--- src/ccm_pkg.sv ---
// Purpose: constants for the converter measurement configuration bank
// Assumes: 8-bit registers, one per aligned Wishbone word, byte address = index * 4
// Notes: offsets are register indices
//
// Summary of operation
// - two 2-bit discharge resistor selectors: 180k, 90k, 30k default, 10k
// - discharge config bit 3 enables internal discharge resistors, default on
// - external discharge enable switches aux port in discharge, hi-z otherwise
// - aux bit 6: 0 keeps aux pull-down active, 1 disables it
// - aux bit 5 activates aux port only during internal reference conversion
// - bit 2 keeps on-chip discharge resistor permanently connected, default off
// - bit 1 keeps aux port permanently active
// - charge resistor select: 0 = 180k, 1 = 10k default
// - bit 7 selects external reference on port 0 or internal reference port
// - bit 4 activates on-chip parasitic and gain compensation
// - bit 1 selects single-ended or differential sensing
// - bit 0 selects grounded or floating sensors
// - alternating order reverses the order of ports 0-5 after every sequence; the internal reference port stays last
// - bit 3 clocks converter from low or high frequency oscillator
// - bit 2 quadruples cycle clock period, only with high-frequency source
// - bit 1 adds safety delay, bit 7 reduces clock path delays
// - dc balance drives both sides hi-z, only differential floating mode
// - 6-bit port enable, one bit per port; zero stops conversion
// - 13-bit averaging count over two registers; 0 and 1 mean one sample
// - 23-bit conversion time sets trigger period 2 * value low-freq clocks
// - discharge time value+1 cycles low-freq, value+0 high-freq; 1023 off
// - low-freq coarse tune selects 10, 50, 100 or 200 kHz
// - discharge time upper two bits sit in bits 1:0 of next register

package ccm_pkg;
  // ---------------------------------------------------------------
  // register indices
  // ---------------------------------------------------------------
  localparam logic [3:0] CCM_IDX_OSC_TUNE = 4'h0;
  localparam logic [3:0] CCM_IDX_DISCHG = 4'h2;
  localparam logic [3:0] CCM_IDX_AUX = 4'h3;
  localparam logic [3:0] CCM_IDX_SENSOR = 4'h4;
  localparam logic [3:0] CCM_IDX_CYCLE = 4'h5;
  localparam logic [3:0] CCM_IDX_PORT_EN = 4'h6;
  localparam logic [3:0] CCM_IDX_AVG_LO = 4'h7;
  localparam logic [3:0] CCM_IDX_AVG_HI = 4'h8;
  localparam logic [3:0] CCM_IDX_CONV_B0 = 4'h9;
  localparam logic [3:0] CCM_IDX_CONV_B1 = 4'ha;
  localparam logic [3:0] CCM_IDX_CONV_B2 = 4'hb;
  localparam logic [3:0] CCM_IDX_DTIME_LO = 4'hc;
  localparam logic [3:0] CCM_IDX_DTIME_HI = 4'hd;
  localparam int CCM_NUM_REGS = 14;
  // ---------------------------------------------------------------
  // reset values and writable bit masks
  // ---------------------------------------------------------------
  localparam logic [7:0] CCM_RST_DISCHG = 8'ha8;
  localparam logic [7:0] CCM_RST_AUX = 8'h01;
  localparam logic [7:0] CCM_RST_ZERO = 8'h00;
  localparam logic [7:0] CCM_MASK_OSC = 8'h03;
  localparam logic [7:0] CCM_MASK_DISCHG = 8'hfa;
  localparam logic [7:0] CCM_MASK_AUX = 8'h67;
  localparam logic [7:0] CCM_MASK_SENSOR = 8'hb3;
  localparam logic [7:0] CCM_MASK_CYCLE = 8'haf;
  localparam logic [7:0] CCM_MASK_PORT = 8'h3f;
  localparam logic [7:0] CCM_MASK_AVG_HI = 8'h1f;
  localparam logic [7:0] CCM_MASK_CONV_B2 = 8'h7f;
  localparam logic [7:0] CCM_MASK_DT_HI = 8'h03;
  localparam logic [7:0] CCM_MASK_FULL = 8'hff;
  // ---------------------------------------------------------------
  // field positions
  // ---------------------------------------------------------------
  localparam int CCM_B_SEL_HI = 6;
  localparam int CCM_B_SEL_LO = 4;
  localparam int CCM_B_INT_EN = 3;
  localparam int CCM_B_EXT_EN = 1;
  localparam int CCM_B_PD_OFF = 6;
  localparam int CCM_B_AUX_REF = 5;
  localparam int CCM_B_INT_PERM = 2;
  localparam int CCM_B_AUX_PERM = 1;
  localparam int CCM_B_CHG_SEL = 0;
  localparam int CCM_B_REF_INT = 7;
  localparam int CCM_B_COMP_EXT = 5;
  localparam int CCM_B_COMP_INT = 4;
  localparam int CCM_B_DIFF = 1;
  localparam int CCM_B_FLOAT = 0;
  localparam int CCM_B_DLY_RED = 7;
  localparam int CCM_B_ALT = 5;
  localparam int CCM_B_HF_SEL = 3;
  localparam int CCM_B_QUAD = 2;
  localparam int CCM_B_SAFE = 1;
  localparam int CCM_B_DC_BAL = 0;
  // ---------------------------------------------------------------
  // counts
  // ---------------------------------------------------------------
  localparam logic [9:0] CCM_DTIME_OFF = 10'h3ff;
  localparam logic [2:0] CCM_INT_REF_PORT = 3'h6;
  localparam logic [2:0] CCM_NO_PORT = 3'h7;
  typedef enum logic [1:0] {
    CCM_IDLE = 2'b00,
    CCM_DISCHG = 2'b01,
    CCM_CHARGE = 2'b10
  } ccm_state_type;
endpackage

--- src/ccm_measure_cfg.sv ---
// Purpose: configuration bank and measurement sequencer of the converter front end
// Assumes: classic Wishbone slave, 32-bit data, register byte in lane 0
// Notes: oscillators arrive as asynchronous pins and are filtered into ticks
`timescale 1ns/1ps
`default_nettype none

module ccm_measure_cfg #(
  parameter int CHARGE_CYCLES = 4
) (
  // clock and reset
  input wire logic clk_i,
  input wire logic rst_i,
  // wishbone slave
  input wire logic cyc_i,
  input wire logic stb_i,
  input wire logic we_i,
  input wire logic [7:0] adr_i,
  input wire logic [3:0] sel_i,
  input wire logic [31:0] dat_i,
  output logic [31:0] dat_o,
  output logic ack_o,
  // oscillator pins
  input wire logic low_freq_osc_i,
  input wire logic high_freq_osc_i,
  // oscillator and clock path control
  output logic [1:0] lowfreq_coarse_tune_o,
  output logic cycle_clk_src_sel_o,
  output logic cycle_clk_quad_period_o,
  output logic clk_path_safety_delay_o,
  output logic clk_path_delay_reduce_o,
  // front end control
  output logic [1:0] dischg_res_code_o,
  output logic int_dischg_connect_o,
  output logic charge_res_sel_o,
  output logic ref_internal_o,
  output logic offchip_comp_o,
  output logic onchip_comp_o,
  output logic differential_o,
  output logic floating_o,
  output logic dc_free_drive_o,
  output logic aux_port_o,
  output logic aux_port_oe_o,
  output logic aux_pulldown_en_o,
  // measurement status
  output logic conv_busy_o,
  output logic dischg_phase_o,
  output logic charge_phase_o,
  output logic [2:0] active_port_o,
  output logic sample_done_o,
  output logic seq_done_o
);
  import ccm_pkg::*;
  if (CHARGE_CYCLES < 1 || CHARGE_CYCLES > 255) begin : g_chk
    $error("CHARGE_CYCLES must lie in 1..255");
  end

  // ---------------------------------------------------------------
  // register bank
  // ---------------------------------------------------------------
  function automatic logic [7:0] ccm_mask(input logic [3:0] idx);
    logic [7:0] m;
    m = CCM_MASK_FULL;
    if (idx == CCM_IDX_OSC_TUNE) m = CCM_MASK_OSC;
    else if (idx == CCM_IDX_DISCHG) m = CCM_MASK_DISCHG;
    else if (idx == CCM_IDX_AUX) m = CCM_MASK_AUX;
    else if (idx == CCM_IDX_SENSOR) m = CCM_MASK_SENSOR;
    else if (idx == CCM_IDX_CYCLE) m = CCM_MASK_CYCLE;
    else if (idx == CCM_IDX_PORT_EN) m = CCM_MASK_PORT;
    else if (idx == CCM_IDX_AVG_HI) m = CCM_MASK_AVG_HI;
    else if (idx == CCM_IDX_CONV_B2) m = CCM_MASK_CONV_B2;
    else if (idx == CCM_IDX_DTIME_HI) m = CCM_MASK_DT_HI;
    return m;
  endfunction

  logic [7:0] cfg_reg [CCM_NUM_REGS];
  logic ack_reg;
  logic [31:0] rdata_reg;
  logic [1:0] avg_wr_reg;
  logic [2:0] conv_wr_reg;
  logic [1:0] dt_wr_reg;
  logic [12:0] avg_act_reg;
  logic [22:0] conv_act_reg;
  logic [9:0] dt_act_reg;
  wire [3:0] idx = adr_i[5:2];
  wire mapped = (adr_i[7:6] == 2'b00) && (adr_i[1:0] == 2'b00) && (idx != 4'h1) && (idx <= CCM_IDX_DTIME_HI);
  wire req = cyc_i && stb_i && !ack_reg && !ack_o;
  wire wr_byte = req && we_i && sel_i[0] && mapped;
  wire [7:0] wr_val = dat_i[7:0] & ccm_mask(idx);
  wire [31:0] rd_val = mapped ? {24'h000000, cfg_reg[idx]} : 32'h00000000;

  // staged byte view used for commit of multi-byte fields
  wire [7:0] avg_lo_n = (wr_byte && idx == CCM_IDX_AVG_LO) ? wr_val : cfg_reg[CCM_IDX_AVG_LO];
  wire [7:0] avg_hi_n = (wr_byte && idx == CCM_IDX_AVG_HI) ? wr_val : cfg_reg[CCM_IDX_AVG_HI];
  wire [7:0] cv0_n = (wr_byte && idx == CCM_IDX_CONV_B0) ? wr_val : cfg_reg[CCM_IDX_CONV_B0];
  wire [7:0] cv1_n = (wr_byte && idx == CCM_IDX_CONV_B1) ? wr_val : cfg_reg[CCM_IDX_CONV_B1];
  wire [7:0] cv2_n = (wr_byte && idx == CCM_IDX_CONV_B2) ? wr_val : cfg_reg[CCM_IDX_CONV_B2];
  wire [7:0] dt_lo_n = (wr_byte && idx == CCM_IDX_DTIME_LO) ? wr_val : cfg_reg[CCM_IDX_DTIME_LO];
  wire [7:0] dt_hi_n = (wr_byte && idx == CCM_IDX_DTIME_HI) ? wr_val : cfg_reg[CCM_IDX_DTIME_HI];
  wire [1:0] avg_wr_next = avg_wr_reg | {wr_byte && idx == CCM_IDX_AVG_HI, wr_byte && idx == CCM_IDX_AVG_LO};
  wire [2:0] conv_wr_next = conv_wr_reg | {wr_byte && idx == CCM_IDX_CONV_B2,
                                           wr_byte && idx == CCM_IDX_CONV_B1,
                                           wr_byte && idx == CCM_IDX_CONV_B0};
  wire [1:0] dt_wr_next = dt_wr_reg | {wr_byte && idx == CCM_IDX_DTIME_HI, wr_byte && idx == CCM_IDX_DTIME_LO};
  genvar gi;
  generate
    for (gi = 0; gi < CCM_NUM_REGS; gi++) begin : g_reg
      localparam logic [7:0] RST = (gi == CCM_IDX_DISCHG) ? CCM_RST_DISCHG :
                                   (gi == CCM_IDX_AUX) ? CCM_RST_AUX : CCM_RST_ZERO;
      always_ff @(posedge clk_i) begin
        if (rst_i) cfg_reg[gi] <= RST;
        else if (wr_byte && idx == 4'(gi)) cfg_reg[gi] <= wr_val;
      end
    end
  endgenerate

  always_ff @(posedge clk_i) begin
    if (rst_i) begin
      ack_reg <= 1'b0;
      rdata_reg <= 32'h00000000;
    end else begin
      ack_reg <= req;
      rdata_reg <= rd_val;
    end
  end

  // partial writes keep the running value; commit only when the whole field is new
  always_ff @(posedge clk_i) begin
    if (rst_i) begin
      avg_wr_reg <= 2'b00;
      conv_wr_reg <= 3'b000;
      dt_wr_reg <= 2'b00;
      avg_act_reg <= 13'h0000;
      conv_act_reg <= 23'h000000;
      dt_act_reg <= 10'h000;
    end else begin
      avg_wr_reg <= (&avg_wr_next) ? 2'b00 : avg_wr_next;
      conv_wr_reg <= (&conv_wr_next) ? 3'b000 : conv_wr_next;
      dt_wr_reg <= (&dt_wr_next) ? 2'b00 : dt_wr_next;
      if (&avg_wr_next) avg_act_reg <= {avg_hi_n[4:0], avg_lo_n};
      if (&conv_wr_next) conv_act_reg <= {cv2_n[6:0], cv1_n, cv0_n};
      if (&dt_wr_next) dt_act_reg <= {dt_hi_n[1:0], dt_lo_n};
    end
  end

  // ---------------------------------------------------------------
  // configuration decode
  // ---------------------------------------------------------------
  wire [7:0] r_dis = cfg_reg[CCM_IDX_DISCHG];
  wire [7:0] r_aux = cfg_reg[CCM_IDX_AUX];
  wire [7:0] r_sen = cfg_reg[CCM_IDX_SENSOR];
  wire [7:0] r_cyc = cfg_reg[CCM_IDX_CYCLE];
  wire [5:0] port_en = cfg_reg[CCM_IDX_PORT_EN][5:0];
  wire hf_sel = r_cyc[CCM_B_HF_SEL];
  wire ref_int = r_sen[CCM_B_REF_INT];
  wire [6:0] en7 = {ref_int, port_en};
  // ---------------------------------------------------------------
  // oscillator synchronisers and cycle clock
  // ---------------------------------------------------------------
  logic [1:0] osc_s1_reg, osc_s2_reg, osc_s3_reg, osc_lvl_reg;
  logic [1:0] quad_reg;
  wire [1:0] osc_pin = {high_freq_osc_i, low_freq_osc_i};
  wire [1:0] osc_rise;

  generate
    for (gi = 0; gi < 2; gi++) begin : g_osc
      assign osc_rise[gi] = (osc_s2_reg[gi] == osc_s3_reg[gi]) && osc_s3_reg[gi] && !osc_lvl_reg[gi];
      always_ff @(posedge clk_i) begin
        if (rst_i) begin
          osc_s1_reg[gi] <= 1'b0;
          osc_s2_reg[gi] <= 1'b0;
          osc_s3_reg[gi] <= 1'b0;
          osc_lvl_reg[gi] <= 1'b0;
        end else begin
          osc_s1_reg[gi] <= osc_pin[gi];
          osc_s2_reg[gi] <= osc_s1_reg[gi];
          osc_s3_reg[gi] <= osc_s2_reg[gi];
          if (osc_s2_reg[gi] == osc_s3_reg[gi]) osc_lvl_reg[gi] <= osc_s3_reg[gi];
        end
      end
    end
  endgenerate

  wire lf_tick = osc_rise[0];
  wire hf_tick = osc_rise[1];
  wire quad_on = hf_sel && r_cyc[CCM_B_QUAD];
  wire cyc_tick = hf_sel ? (hf_tick && (!quad_on || quad_reg == 2'b11)) : lf_tick;
  always_ff @(posedge clk_i) begin
    if (rst_i) quad_reg <= 2'b00;
    else if (hf_tick) quad_reg <= quad_reg + 2'b01;
  end
  // ---------------------------------------------------------------
  // conversion trigger timer
  // ---------------------------------------------------------------
  logic [23:0] timer_reg;
  wire [23:0] period = {conv_act_reg, 1'b0};
  wire timer_hit = lf_tick && (conv_act_reg != 23'h000000) && (timer_reg + 24'h000001 >= period);
  always_ff @(posedge clk_i) begin
    if (rst_i) timer_reg <= 24'h000000;
    else if (timer_hit) timer_reg <= 24'h000000;
    else if (lf_tick) timer_reg <= timer_reg + 24'h000001;
  end

  // ---------------------------------------------------------------
  // measurement sequencer
  // ---------------------------------------------------------------
  function automatic logic [2:0] ccm_port(input logic [2:0] pos, input logic rev);
    logic [2:0] p;
    p = pos;
    if (rev && pos != CCM_INT_REF_PORT) p = 3'h5 - pos;
    return p;
  endfunction
  function automatic logic [2:0] ccm_next(input logic [2:0] from, input logic [6:0] en, input logic rev);
    logic [2:0] r;
    r = CCM_NO_PORT;
    for (int i = 6; i >= 0; i--) begin
      if (3'(i) >= from && en[ccm_port(3'(i), rev)]) r = 3'(i);
    end
    return r;
  endfunction

  ccm_state_type state_reg, state_next;
  logic [2:0] pos_reg;
  logic rev_reg;
  logic [12:0] smp_reg;
  logic [10:0] dcnt_reg;
  logic [7:0] ccnt_reg;
  logic smp_done_reg, seq_done_reg;
  wire [12:0] samples = (avg_act_reg <= 13'h0001) ? 13'h0001 : avg_act_reg;
  wire [10:0] dlen = hf_sel ? {1'b0, dt_act_reg} : {1'b0, dt_act_reg} + 11'h001;
  wire dis_skip = (dt_act_reg == CCM_DTIME_OFF) || (dlen == 11'h000);
  wire [2:0] first_pos = ccm_next(3'h0, en7, rev_reg);
  wire [2:0] next_pos = ccm_next(pos_reg + 3'h1, en7, rev_reg);
  wire start = (state_reg == CCM_IDLE) && timer_hit && (first_pos != CCM_NO_PORT) && (port_en != 6'h00);
  wire stop = (port_en == 6'h00) && (state_reg != CCM_IDLE);
  wire charge_end = (state_reg == CCM_CHARGE) && cyc_tick && (ccnt_reg == 8'h01);
  wire more_smp = (smp_reg + 13'h0001) < samples;
  wire seq_end = charge_end && !more_smp && (next_pos == CCM_NO_PORT);
  wire [2:0] cur_port = ccm_port(pos_reg, rev_reg);
  wire enter_dis = start || (charge_end && (more_smp || next_pos != CCM_NO_PORT));
  always_comb begin
    state_next = state_reg;
    case (state_reg)
      CCM_IDLE: begin
        if (start) state_next = dis_skip ? CCM_CHARGE : CCM_DISCHG;
      end
      CCM_DISCHG: begin
        if (cyc_tick && dcnt_reg == 11'h001) state_next = CCM_CHARGE;
      end
      CCM_CHARGE: begin
        if (seq_end) state_next = CCM_IDLE;
        else if (charge_end && !dis_skip) state_next = CCM_DISCHG;
      end
      default: state_next = CCM_IDLE;
    endcase
    if (stop) state_next = CCM_IDLE;
  end

  always_ff @(posedge clk_i) begin
    if (rst_i) begin
      state_reg <= CCM_IDLE;
      pos_reg <= 3'h0;
      rev_reg <= 1'b0;
      smp_reg <= 13'h0000;
      dcnt_reg <= 11'h000;
      ccnt_reg <= 8'h00;
      smp_done_reg <= 1'b0;
      seq_done_reg <= 1'b0;
    end else begin
      state_reg <= state_next;
      smp_done_reg <= charge_end && !stop;
      seq_done_reg <= seq_end && !stop;
      if (start) pos_reg <= first_pos;
      else if (charge_end && !more_smp && next_pos != CCM_NO_PORT) pos_reg <= next_pos;
      if (start || (charge_end && !more_smp)) smp_reg <= 13'h0000;
      else if (charge_end) smp_reg <= smp_reg + 13'h0001;
      if (seq_end && r_cyc[CCM_B_ALT] && !stop) rev_reg <= !rev_reg;
      if (enter_dis) dcnt_reg <= dlen;
      else if (state_reg == CCM_DISCHG && cyc_tick) dcnt_reg <= dcnt_reg - 11'h001;
      if (enter_dis || (state_reg == CCM_DISCHG && state_next == CCM_CHARGE)) ccnt_reg <= 8'(CHARGE_CYCLES);
      else if (state_reg == CCM_CHARGE && cyc_tick) ccnt_reg <= ccnt_reg - 8'h01;
    end
  end

  // ---------------------------------------------------------------
  // front end drive
  // ---------------------------------------------------------------
  wire busy = state_reg != CCM_IDLE;
  wire dis_ph = state_reg == CCM_DISCHG;
  wire on_ref = busy && cur_port == CCM_INT_REF_PORT;
  wire hi_grp = cur_port == 3'h4 || cur_port == 3'h5;
  wire aux_oe_n = r_aux[CCM_B_AUX_PERM] ||
                  (r_aux[CCM_B_AUX_REF] ? on_ref :
                  (r_dis[CCM_B_EXT_EN] && dis_ph));
  wire int_con_n = r_dis[CCM_B_INT_EN] && (dis_ph || r_aux[CCM_B_INT_PERM]);
  wire [1:0] res_n = hi_grp ? r_dis[CCM_B_SEL_HI +: 2] : r_dis[CCM_B_SEL_LO +: 2];
  wire dcfree_n = r_cyc[CCM_B_DC_BAL] && r_sen[CCM_B_DIFF] && r_sen[CCM_B_FLOAT];

  // outputs lag their cause by one clock, ack, read data and done strobes by two; harmless next to oscillator periods
  always_ff @(posedge clk_i) begin
    if (rst_i) begin
      ack_o <= 1'b0;
      dat_o <= 32'h00000000;
      lowfreq_coarse_tune_o <= 2'b00;
      cycle_clk_src_sel_o <= 1'b0;
      cycle_clk_quad_period_o <= 1'b0;
      clk_path_safety_delay_o <= 1'b0;
      clk_path_delay_reduce_o <= 1'b0;
      dischg_res_code_o <= 2'b10;
      int_dischg_connect_o <= 1'b0;
      charge_res_sel_o <= 1'b1;
      ref_internal_o <= 1'b0;
      offchip_comp_o <= 1'b0;
      onchip_comp_o <= 1'b0;
      differential_o <= 1'b0;
      floating_o <= 1'b0;
      dc_free_drive_o <= 1'b0;
      aux_port_o <= 1'b0;
      aux_port_oe_o <= 1'b0;
      aux_pulldown_en_o <= 1'b1;
      conv_busy_o <= 1'b0;
      dischg_phase_o <= 1'b0;
      charge_phase_o <= 1'b0;
      active_port_o <= 3'h0;
      sample_done_o <= 1'b0;
      seq_done_o <= 1'b0;
    end else begin
      ack_o <= ack_reg;
      dat_o <= rdata_reg;
      lowfreq_coarse_tune_o <= cfg_reg[CCM_IDX_OSC_TUNE][1:0];
      cycle_clk_src_sel_o <= hf_sel;
      cycle_clk_quad_period_o <= quad_on;
      clk_path_safety_delay_o <= r_cyc[CCM_B_SAFE];
      clk_path_delay_reduce_o <= r_cyc[CCM_B_DLY_RED];
      dischg_res_code_o <= res_n;
      int_dischg_connect_o <= int_con_n;
      charge_res_sel_o <= r_aux[CCM_B_CHG_SEL];
      ref_internal_o <= ref_int;
      offchip_comp_o <= r_sen[CCM_B_COMP_EXT];
      onchip_comp_o <= r_sen[CCM_B_COMP_INT];
      differential_o <= r_sen[CCM_B_DIFF];
      floating_o <= r_sen[CCM_B_FLOAT];
      dc_free_drive_o <= dcfree_n;
      aux_port_o <= 1'b0;
      aux_port_oe_o <= aux_oe_n;
      aux_pulldown_en_o <= !r_aux[CCM_B_PD_OFF];
      conv_busy_o <= busy;
      dischg_phase_o <= dis_ph;
      charge_phase_o <= state_reg == CCM_CHARGE;
      active_port_o <= cur_port;
      sample_done_o <= smp_done_reg;
      seq_done_o <= seq_done_reg;
    end
  end
endmodule

`default_nettype wire

--- config.mk ---
export PLATFORM = sky130hd
export DESIGN_NAME = ccm_measure_cfg
export DESIGN_NICKNAME = d
export VERILOG_FILES = /design/src/ccm_pkg.sv /design/src/ccm_measure_cfg.sv
export SDC_FILE = /design/constraint.sdc
export NUM_CORES = 1
export LEC_CHECK = 0
export ABC_AREA = 1
export BUFFER_PORTS_ARGS = -buffer_cell sky130_fd_sc_hd__buf_2
export CORE_MARGIN = 2
export CORE_UTILIZATION = 34
export CTS_CLUSTER_SIZE = 16
export DETAILED_ROUTE_END_ITERATION = 8
export MAX_ROUTING_LAYER = met4
export PLACE_DENSITY = 0.5
export SKIP_LAST_GASP = 1
export SYNTH_ARGS = -nofsm -noshare
export SYNTH_HDL_FRONTEND = slang
export SYNTH_SLANG_ARGS = --single-unit
--- constraint.sdc ---
create_clock -name clk_i -period 3.6 [get_ports clk_i]
set_clock_uncertainty 0.2 [all_clocks]
set_input_delay 0.36 -clock clk_i [delete_from_list [all_inputs] [get_ports clk_i]]
set_output_delay 0.36 -clock clk_i [all_outputs]
set_load 0.02 [all_outputs]
---- After elaboration in Yosys (flattened, before gate mapping) ----
Memories as Yosys holds them, arrays and structs flattened. A register that Yosys moved wholly into a read port is not among the register bits.
Index checks and enable logic that the tools add are counted.
storage, ports and cells
  bits in registers ....................... 209
  memory bits (writable) .................. 112
  bits of input ports ..................... 51
  output and inout bits ................... 60
  memories kept ........................... 1
operators by class
  add/subtract/negate cells ............... 8
  order comparisons ....................... 17
  eq/ne operators ......................... 30
  mux-type cells .......................... 125
  bitwise gates (word level) .............. 19
  reduce and logical (&&, ||, !) cells .... 103
memories
  name     words  width  rd ports  clocked after memory_dff  wr ports  RTL line               source
  cfg_reg  14     8      14        6                         14        ccm_measure_cfg.sv:75  logic [7:0] cfg_reg [CCM_NUM_REGS];
operators with widths
  operator                                                    count
  2-to-1 mux 8 bit                                            27
  2-to-1 mux 3 bit                                            21
  logical AND 1 bit                                           62
  2-to-1 mux 1 bit                                            56
  2-to-1 mux 11 bit                                           3
  adder 24 x 1 -> 24 bit, second input constant               1
  == test 4 bit, second input constant                        6
  greater-or-equal comparator 24 bit                          1
  less-than comparator 3 x 4 -> 1 bit, second input constant  6
  nonzero test 23 bit                                         1
  binary-select mux 1 bit (select 3 bit)                      6
  == test 4 x 3 -> 1 bit, second input constant               4
  2-to-1 mux 2 bit                                            8
  OR 1 bit                                                    14
  OR reduction 2 bit                                          7
  adder 13 x 1 -> 13 bit, second input constant               1
  <= comparator 13 x 1 -> 1 bit, second input constant        1
  less-than comparator 13 bit                                 1
  2-to-1 mux 13 bit                                           1
  == test 3 bit, second input constant                        4
  adder 10 x 1 -> 11 bit, second input constant               1
  == test 11 x 1 -> 1 bit, second input constant              1
  logical NOT 11 bit                                          1
  subtractor 11 x 1 -> 11 bit, second input constant          1
  other kinds (33)                                            67

---- Logic depth before layout (Yosys ltp) ----
  depth after elaboration ................. 19
  gate-level depth with buffers ........... 30

---- Worst setup path after synthesis ----
OpenSTA, ideal clock, no wires.
  path type ............................... flip-flop to flip-flop
  start ................................... register timer_reg[0]
  end ..................................... register smp_reg[10]
  arrival time ............................ 3,437 ps
  setup slack ............................. -157 ps
  stages on the path, launching flop included .. 27
  path buffers ............................ 2
  period minus slack after synthesis ...... 3,757 ps
  cells stage by stage .................... dfxtp_1 ha_1 nand2_1 nor2_1 nand3_1 nor2_2 nand3_1 nor2_2 nand2_2 nor3_2 nand3_1 xor2_1 inv_1 ha_1 nand2_1 nor2_1 nand3_1 nor2_1 nand2_1 nand4_1 nand2_1 nor2_2 inv_1 buf_4 nand3_1 buf_2 a21oi_1
between the ends
  longest elaborated chain between the ends .. 8
ends and longest elaborated chain
  what                                 RTL line                source
  from (decl)                          ccm_measure_cfg.sv:194  logic [23:0] timer_reg;
  from (signal assigned)               ccm_measure_cfg.sv:200  else if (lf_tick) timer_reg <= timer_reg + 24'h000001;
  adder 24 x 1 -> 24 bit               ccm_measure_cfg.sv:196  wire timer_hit = lf_tick && (conv_act_reg != 23'h000000) && (timer_reg + 24'h000001 >= period);
  greater-or-equal comparator 24 bit   ccm_measure_cfg.sv:196
  logical AND 1 bit                    ccm_measure_cfg.sv:196
  logical AND 1 bit (3 in series)      ccm_measure_cfg.sv:233  wire start = (state_reg == CCM_IDLE) && timer_hit && (first_pos != CCM_NO_PORT) && (port_en != 6'h00);
  logical OR 1 bit                     ccm_measure_cfg.sv:274  if (start || (charge_end && !more_smp)) smp_reg <= 13'h0000;
  OR reduction 2 bit (no source line)  --
  to (signal assigned)                 ccm_measure_cfg.sv:275  else if (charge_end) smp_reg <= smp_reg + 13'h0001;
  to (decl)                            ccm_measure_cfg.sv:224  logic [12:0] smp_reg;
No other way between the ends.
A chain may end at the register's enable or synchronous reset.

---- Final worst setup path ----
  start ................................... register timer_reg[0]
  end ..................................... register ccnt_reg[5]
between the ends
  longest elaborated chain between the ends .. 13
  elaborated cells between the ends (all ways) .. 14
  classes of those cells .................. add/sub: 1; order compare: 1; eq/ne: 1; mux: 3; reduce/logical: 8
ends and longest elaborated chain
  what                                     RTL line                source
  adder 24 x 1 -> 24 bit (*)               ccm_measure_cfg.sv:196
  greater-or-equal comparator 24 bit (*)   ccm_measure_cfg.sv:196
  logical AND 1 bit (*)                    ccm_measure_cfg.sv:196
  logical AND 1 bit (*) (3 in series)      ccm_measure_cfg.sv:233
  2-to-1 mux 2 bit                         ccm_measure_cfg.sv:244  if (start) state_next = dis_skip ? CCM_CHARGE : CCM_DISCHG;
  one-hot mux 2 bit (3 select lines)       ccm_measure_cfg.sv:242  case (state_reg)
  2-to-1 mux 2 bit                         ccm_measure_cfg.sv:255  if (stop) state_next = CCM_IDLE;
  == test 2 bit                            ccm_measure_cfg.sv:279  if (enter_dis || (state_reg == CCM_DISCHG && state_next == CCM_CHARGE)) ccnt_reg <= 8'(CHARGE_CYCLES);
  logical AND 1 bit                        ccm_measure_cfg.sv:279
  logical OR 1 bit (*)                     ccm_measure_cfg.sv:279
  OR reduction 2 bit (no source line) (*)  --
  to (signal assigned)                     ccm_measure_cfg.sv:279
  to (signal assigned)                     ccm_measure_cfg.sv:280  else if (state_reg == CCM_CHARGE && cyc_tick) ccnt_reg <= ccnt_reg - 8'h01;
  to (decl)                                ccm_measure_cfg.sv:226  logic [7:0] ccnt_reg;
Mark *: on every way between the ends. The rest lies on a longest branch, timed or not.

==> results by group <==
Run status
  – Run status: complete, but fails checks
  – Failing checks: negative setup slack

Final layout
  – Net total in the final layout: 1980
  – Non-filler cells, final: ~2400
  – Layout overhead on the synthesized area: 21.5%
  – Number of flip-flops in the largest register: ~110
  – End-of-flow core utilization: 41.9%
  – Commonest non-fill, non-tap cells in the layout: sky130_fd_sc_hd__nand2_1, sky130_fd_sc_hd__inv_1, sky130_fd_sc_hd__nor2_1
  – Diodes inserted: 0
  – Commonest non-fill, non-tap cell in the layout: sky130_fd_sc_hd__nand2_1
  – Layout cell share with drive strength beyond 1: 15.7%

Global route
  – Antenna violations before repair: 1
  – Most Crowded Layer GR: met2
  – Met1 global-route usage: 24.6%
  – Met2 GRT Util: 30.3%
  – Global router's overall resource usage: between 10% and 20%
  – Met3 Resource Use GR: 1.97%
  – Grt ovf: 0
  – First-pass GRT wire length: 60200 um
  – Vias in the first global route: around 11000
  – Pin count of the biggest net entering global routing: 75

Clock network
  – H-tree depth: 1
  – Buffer depth of the longest clock path: 3
  – Number of buffers created by CTS: 31
  – Clock tree root buffer cell: sky130_fd_sc_hd__clkbuf_16
  – Number of clock sinks: around 280
  – Clock transition at the register clock pins on the worst setup and hold paths after CTS: 60 ps
  – TritonCTS clock tree: yes
  – Insertion delay of the later-clocked pin in the worst-skew pair: 600 ps

Power and ir drop
  – Cell area power density: 432 mW/mm^2
  – Static leakage: about 7.2 nW
  – Highest ir drop seen on vdd: approximately 0.35 mV

Routing
  – Average wire per cell in the routed design: 15.8 um
  – Initial detailed-routing violation count: 672
  – Number of optimization iterations in the first detailed-route pass: 5
  – Final wirelength: 38400 um
  – DR DRC count: 0
  – Antenna Violating Nets Remaining: 0
  – Via-per-instance ratio: 4.79
  – Vias after detailed routing: 11600

Setup path
  – Dominant cell type by count on the critical path: sky130_fd_sc_hd__nor2_4
  – Crit-path max FO: 7
  – Crit-path leading delay family: simple AND/OR/NAND/NOR gates
  – Capture point of the worst reg-to-reg path: ccnt_reg[5]
  – Data required time at the worst endpoint: just under 4000 ps
  – Worst reg2reg startpoint: timer_reg[0]
  – Reg2reg path depth: 25
  – R2R Setup Slk: -10 ps
  – Worst Path Arrival: between 3000 and 4000 ps
  – Critical Setup Path Class: register to register
  – Critical path buffers and inverters: 2
  – Kind of end point of the critical path: register
  – Library cell contributing the largest single delay on the critical path: sky130_fd_sc_hd__dfxtp_4
  – Startpoint type of the worst setup path: register
  – Largest stage delay, worst path: 380 ps

Synth
  – Synth warn: 0
  – Mean area per synthesized cell: 7.96 um^2
  – Syn Inst Count: about 1700
  – Number of register bits inferred by synthesis: 283
  – Synthesized area: 0.0137 mm^2
  – Cell types with the largest area share after synthesis: sky130_fd_sc_hd__dfxtp_1, sky130_fd_sc_hd__edfxtp_1, sky130_fd_sc_hd__nand2_1
  – Sequential cell area fraction in the yosys report: 47.2%
  – Library cell with the largest summed area after synthesis: sky130_fd_sc_hd__dfxtp_1
  – Count of unique library cells instantiated by Yosys: 51
  – Share of Yosys cell area claimed by the top area cell type: a little under 30%

Timing
  – Min Tclk post-route: 3610 ps
  – Slew @ Worst Pin: 949 ps
  – Number of max-slew violations in the final report: 0
  – Maximum clock frequency: 277 MHz
  – Unrepaired setup endpoints after global routing: yes
  – Final clock period utilization by the worst path: 100%
  – Worst slew margin relative to its limit: a little under two fifths
  – Hold violation total from the final report: 0
  – Setup TNS: -25.5 ps
  – Post-route setup slack: -10.8 ps
  – Setup-violating endpoint count in the final report: 3

Placed design
  – Sum of net half-perimeters after detailed placement: 27600 um
  – Pre-CTS WS: -288 ps
  – Placed Instances: 2342
  – Port buffer count: 58
  – Last weighted congestion value of the routability-driven placer: slightly below 0.9

Worst hold path
  – Worst Hold Endpoint: cfg_reg[2][4]
  – Hold Crit Depth: 3
  – Class of the most critical hold timing path: primary input to register
  – Hold Startpoint: dat_i[4]

Job
  – Max Cap Viol: 0

Floorplanning
  – Starting Density: 34.5%
  – Number of top-level pins: 111
  – Die Width: 205 um
  – Die Footprint: approximately 0.042 mm^2
  – Floorplan row count: between 70 and 80
  – Die Y-Extent: just over 200 um
  – Area of the placeable core: 0.0397 mm^2
## tightest hold or removal path: stages
cell                        delay [ps]
sky130_fd_sc_hd__buf_2             100
sky130_fd_sc_hd__o2111ai_1         170
sky130_fd_sc_hd__nor2_1             70
## cell type report
| cell class | count | area [um^2] |
|---|---|---|
| inverter | 238 | 898 |
| timing repair buffer | 151 | 1060 |
| sequential | 283 | 6480 |
| fill | 4043 | 23100 |
| clock buffer | 35 | 791 |
| clock inverter | 23 | 310 |
| tap | 525 | 657 |
| multi-input combinational | 1175 | 6450 |
## worst max path at each step
stage                             from          end  slack, ps  cells after the start
after floorplan           timer_reg[2]   pos_reg[2]         20                     30
after global placement    timer_reg[1]  dcnt_reg[9]       -220                     27
after detailed placement  timer_reg[1]  dcnt_reg[7]       -290                     27
after CTS                 timer_reg[1]  ccnt_reg[7]        -90                     27
after global routing      timer_reg[0]  ccnt_reg[1]       -300                     26
final                     timer_reg[0]  ccnt_reg[5]        -10                     25
## synthesized netlist by cell type (all sizes together)
| library cell | n |
|---|---|
| o22ai | 24 |
| nand3b | 5 |
| o21ai | 135 |
| a21o | 3 |
| a21oi | 89 |
| edfxtp | 80 |
| clkbuf | 40 |
| or2 | 6 |
| o2111ai | 2 |
| a221oi | 4 |
| nor4 | 6 |
| o21bai | 2 |
| a41oi | 4 |
| xor2 | 39 |
| ha | 49 |
| a21boi | 2 |
| nand4 | 24 |
| nor3 | 24 |
| buf | 45 |
| dfxtp | 203 |
| nand2 | 331 |
| nand3 | 76 |
| a211oi | 16 |
| clkinv | 2 |
| nor2 | 218 |
| a31oi | 8 |
| and3 | 1 |
| inv | 236 |
| a22oi | 27 |
| or3 | 1 |
| o22a | 3 |
| o211ai | 2 |
| o221ai | 1 |
| xnor2 | 11 |
| nor3b | 1 |
| conb | 1 |
## repair_timing
action,CTS,global route
pin swaps,42,43
gates cloned,1,0
hold buffers,7,0
setup buffers,17,5
gates resized for setup,42,54
setup endpoints to repair,61,63
hold endpoints to repair,13,0
## kinds of logic (layout without fill, tap and decap cells)
group                      after synthesis  after routing  synth area share (%)
AOI/OAI and AO/OA                      322            322                  13.4
adders and majority gates               49             49                  4.47
and+or+nand+nor                        693            693                  21.7
buffers and inverters                  323            447                  10.0
xor gates and xnor gates                50             50                  3.20
DFF                                    283            283                  47.2
other                                    1             61                0.0274
## per-layer routing
metal  wire [um]  vias up
met2       18100      265
met3        1800       56
li1            -     5878
met5           0        -
met4         887        0
met1       17600     5433
## metrics by stage
stage	instance area [um^2]	total power, W	hold WS, ps
2_1_floorplan	14000	0.00366	188
3_3_place_gp	14900	0.00378	199
3_5_place_dp	14900	0.00379	197
4_1_cts	16400	0.00728	68.3
5_1_grt	16600	0.00744	123
6_report	16600	0.00719	75.2
## power by group
part	leakage (nW)	switching, W	internal (W)
registers	2.44	0.0000228	0.00333
logic	4.23	0.000275	0.0000996
clock network	0.550	0.00138	0.00209
Note: power is estimated with default switching activity, not from simulation.
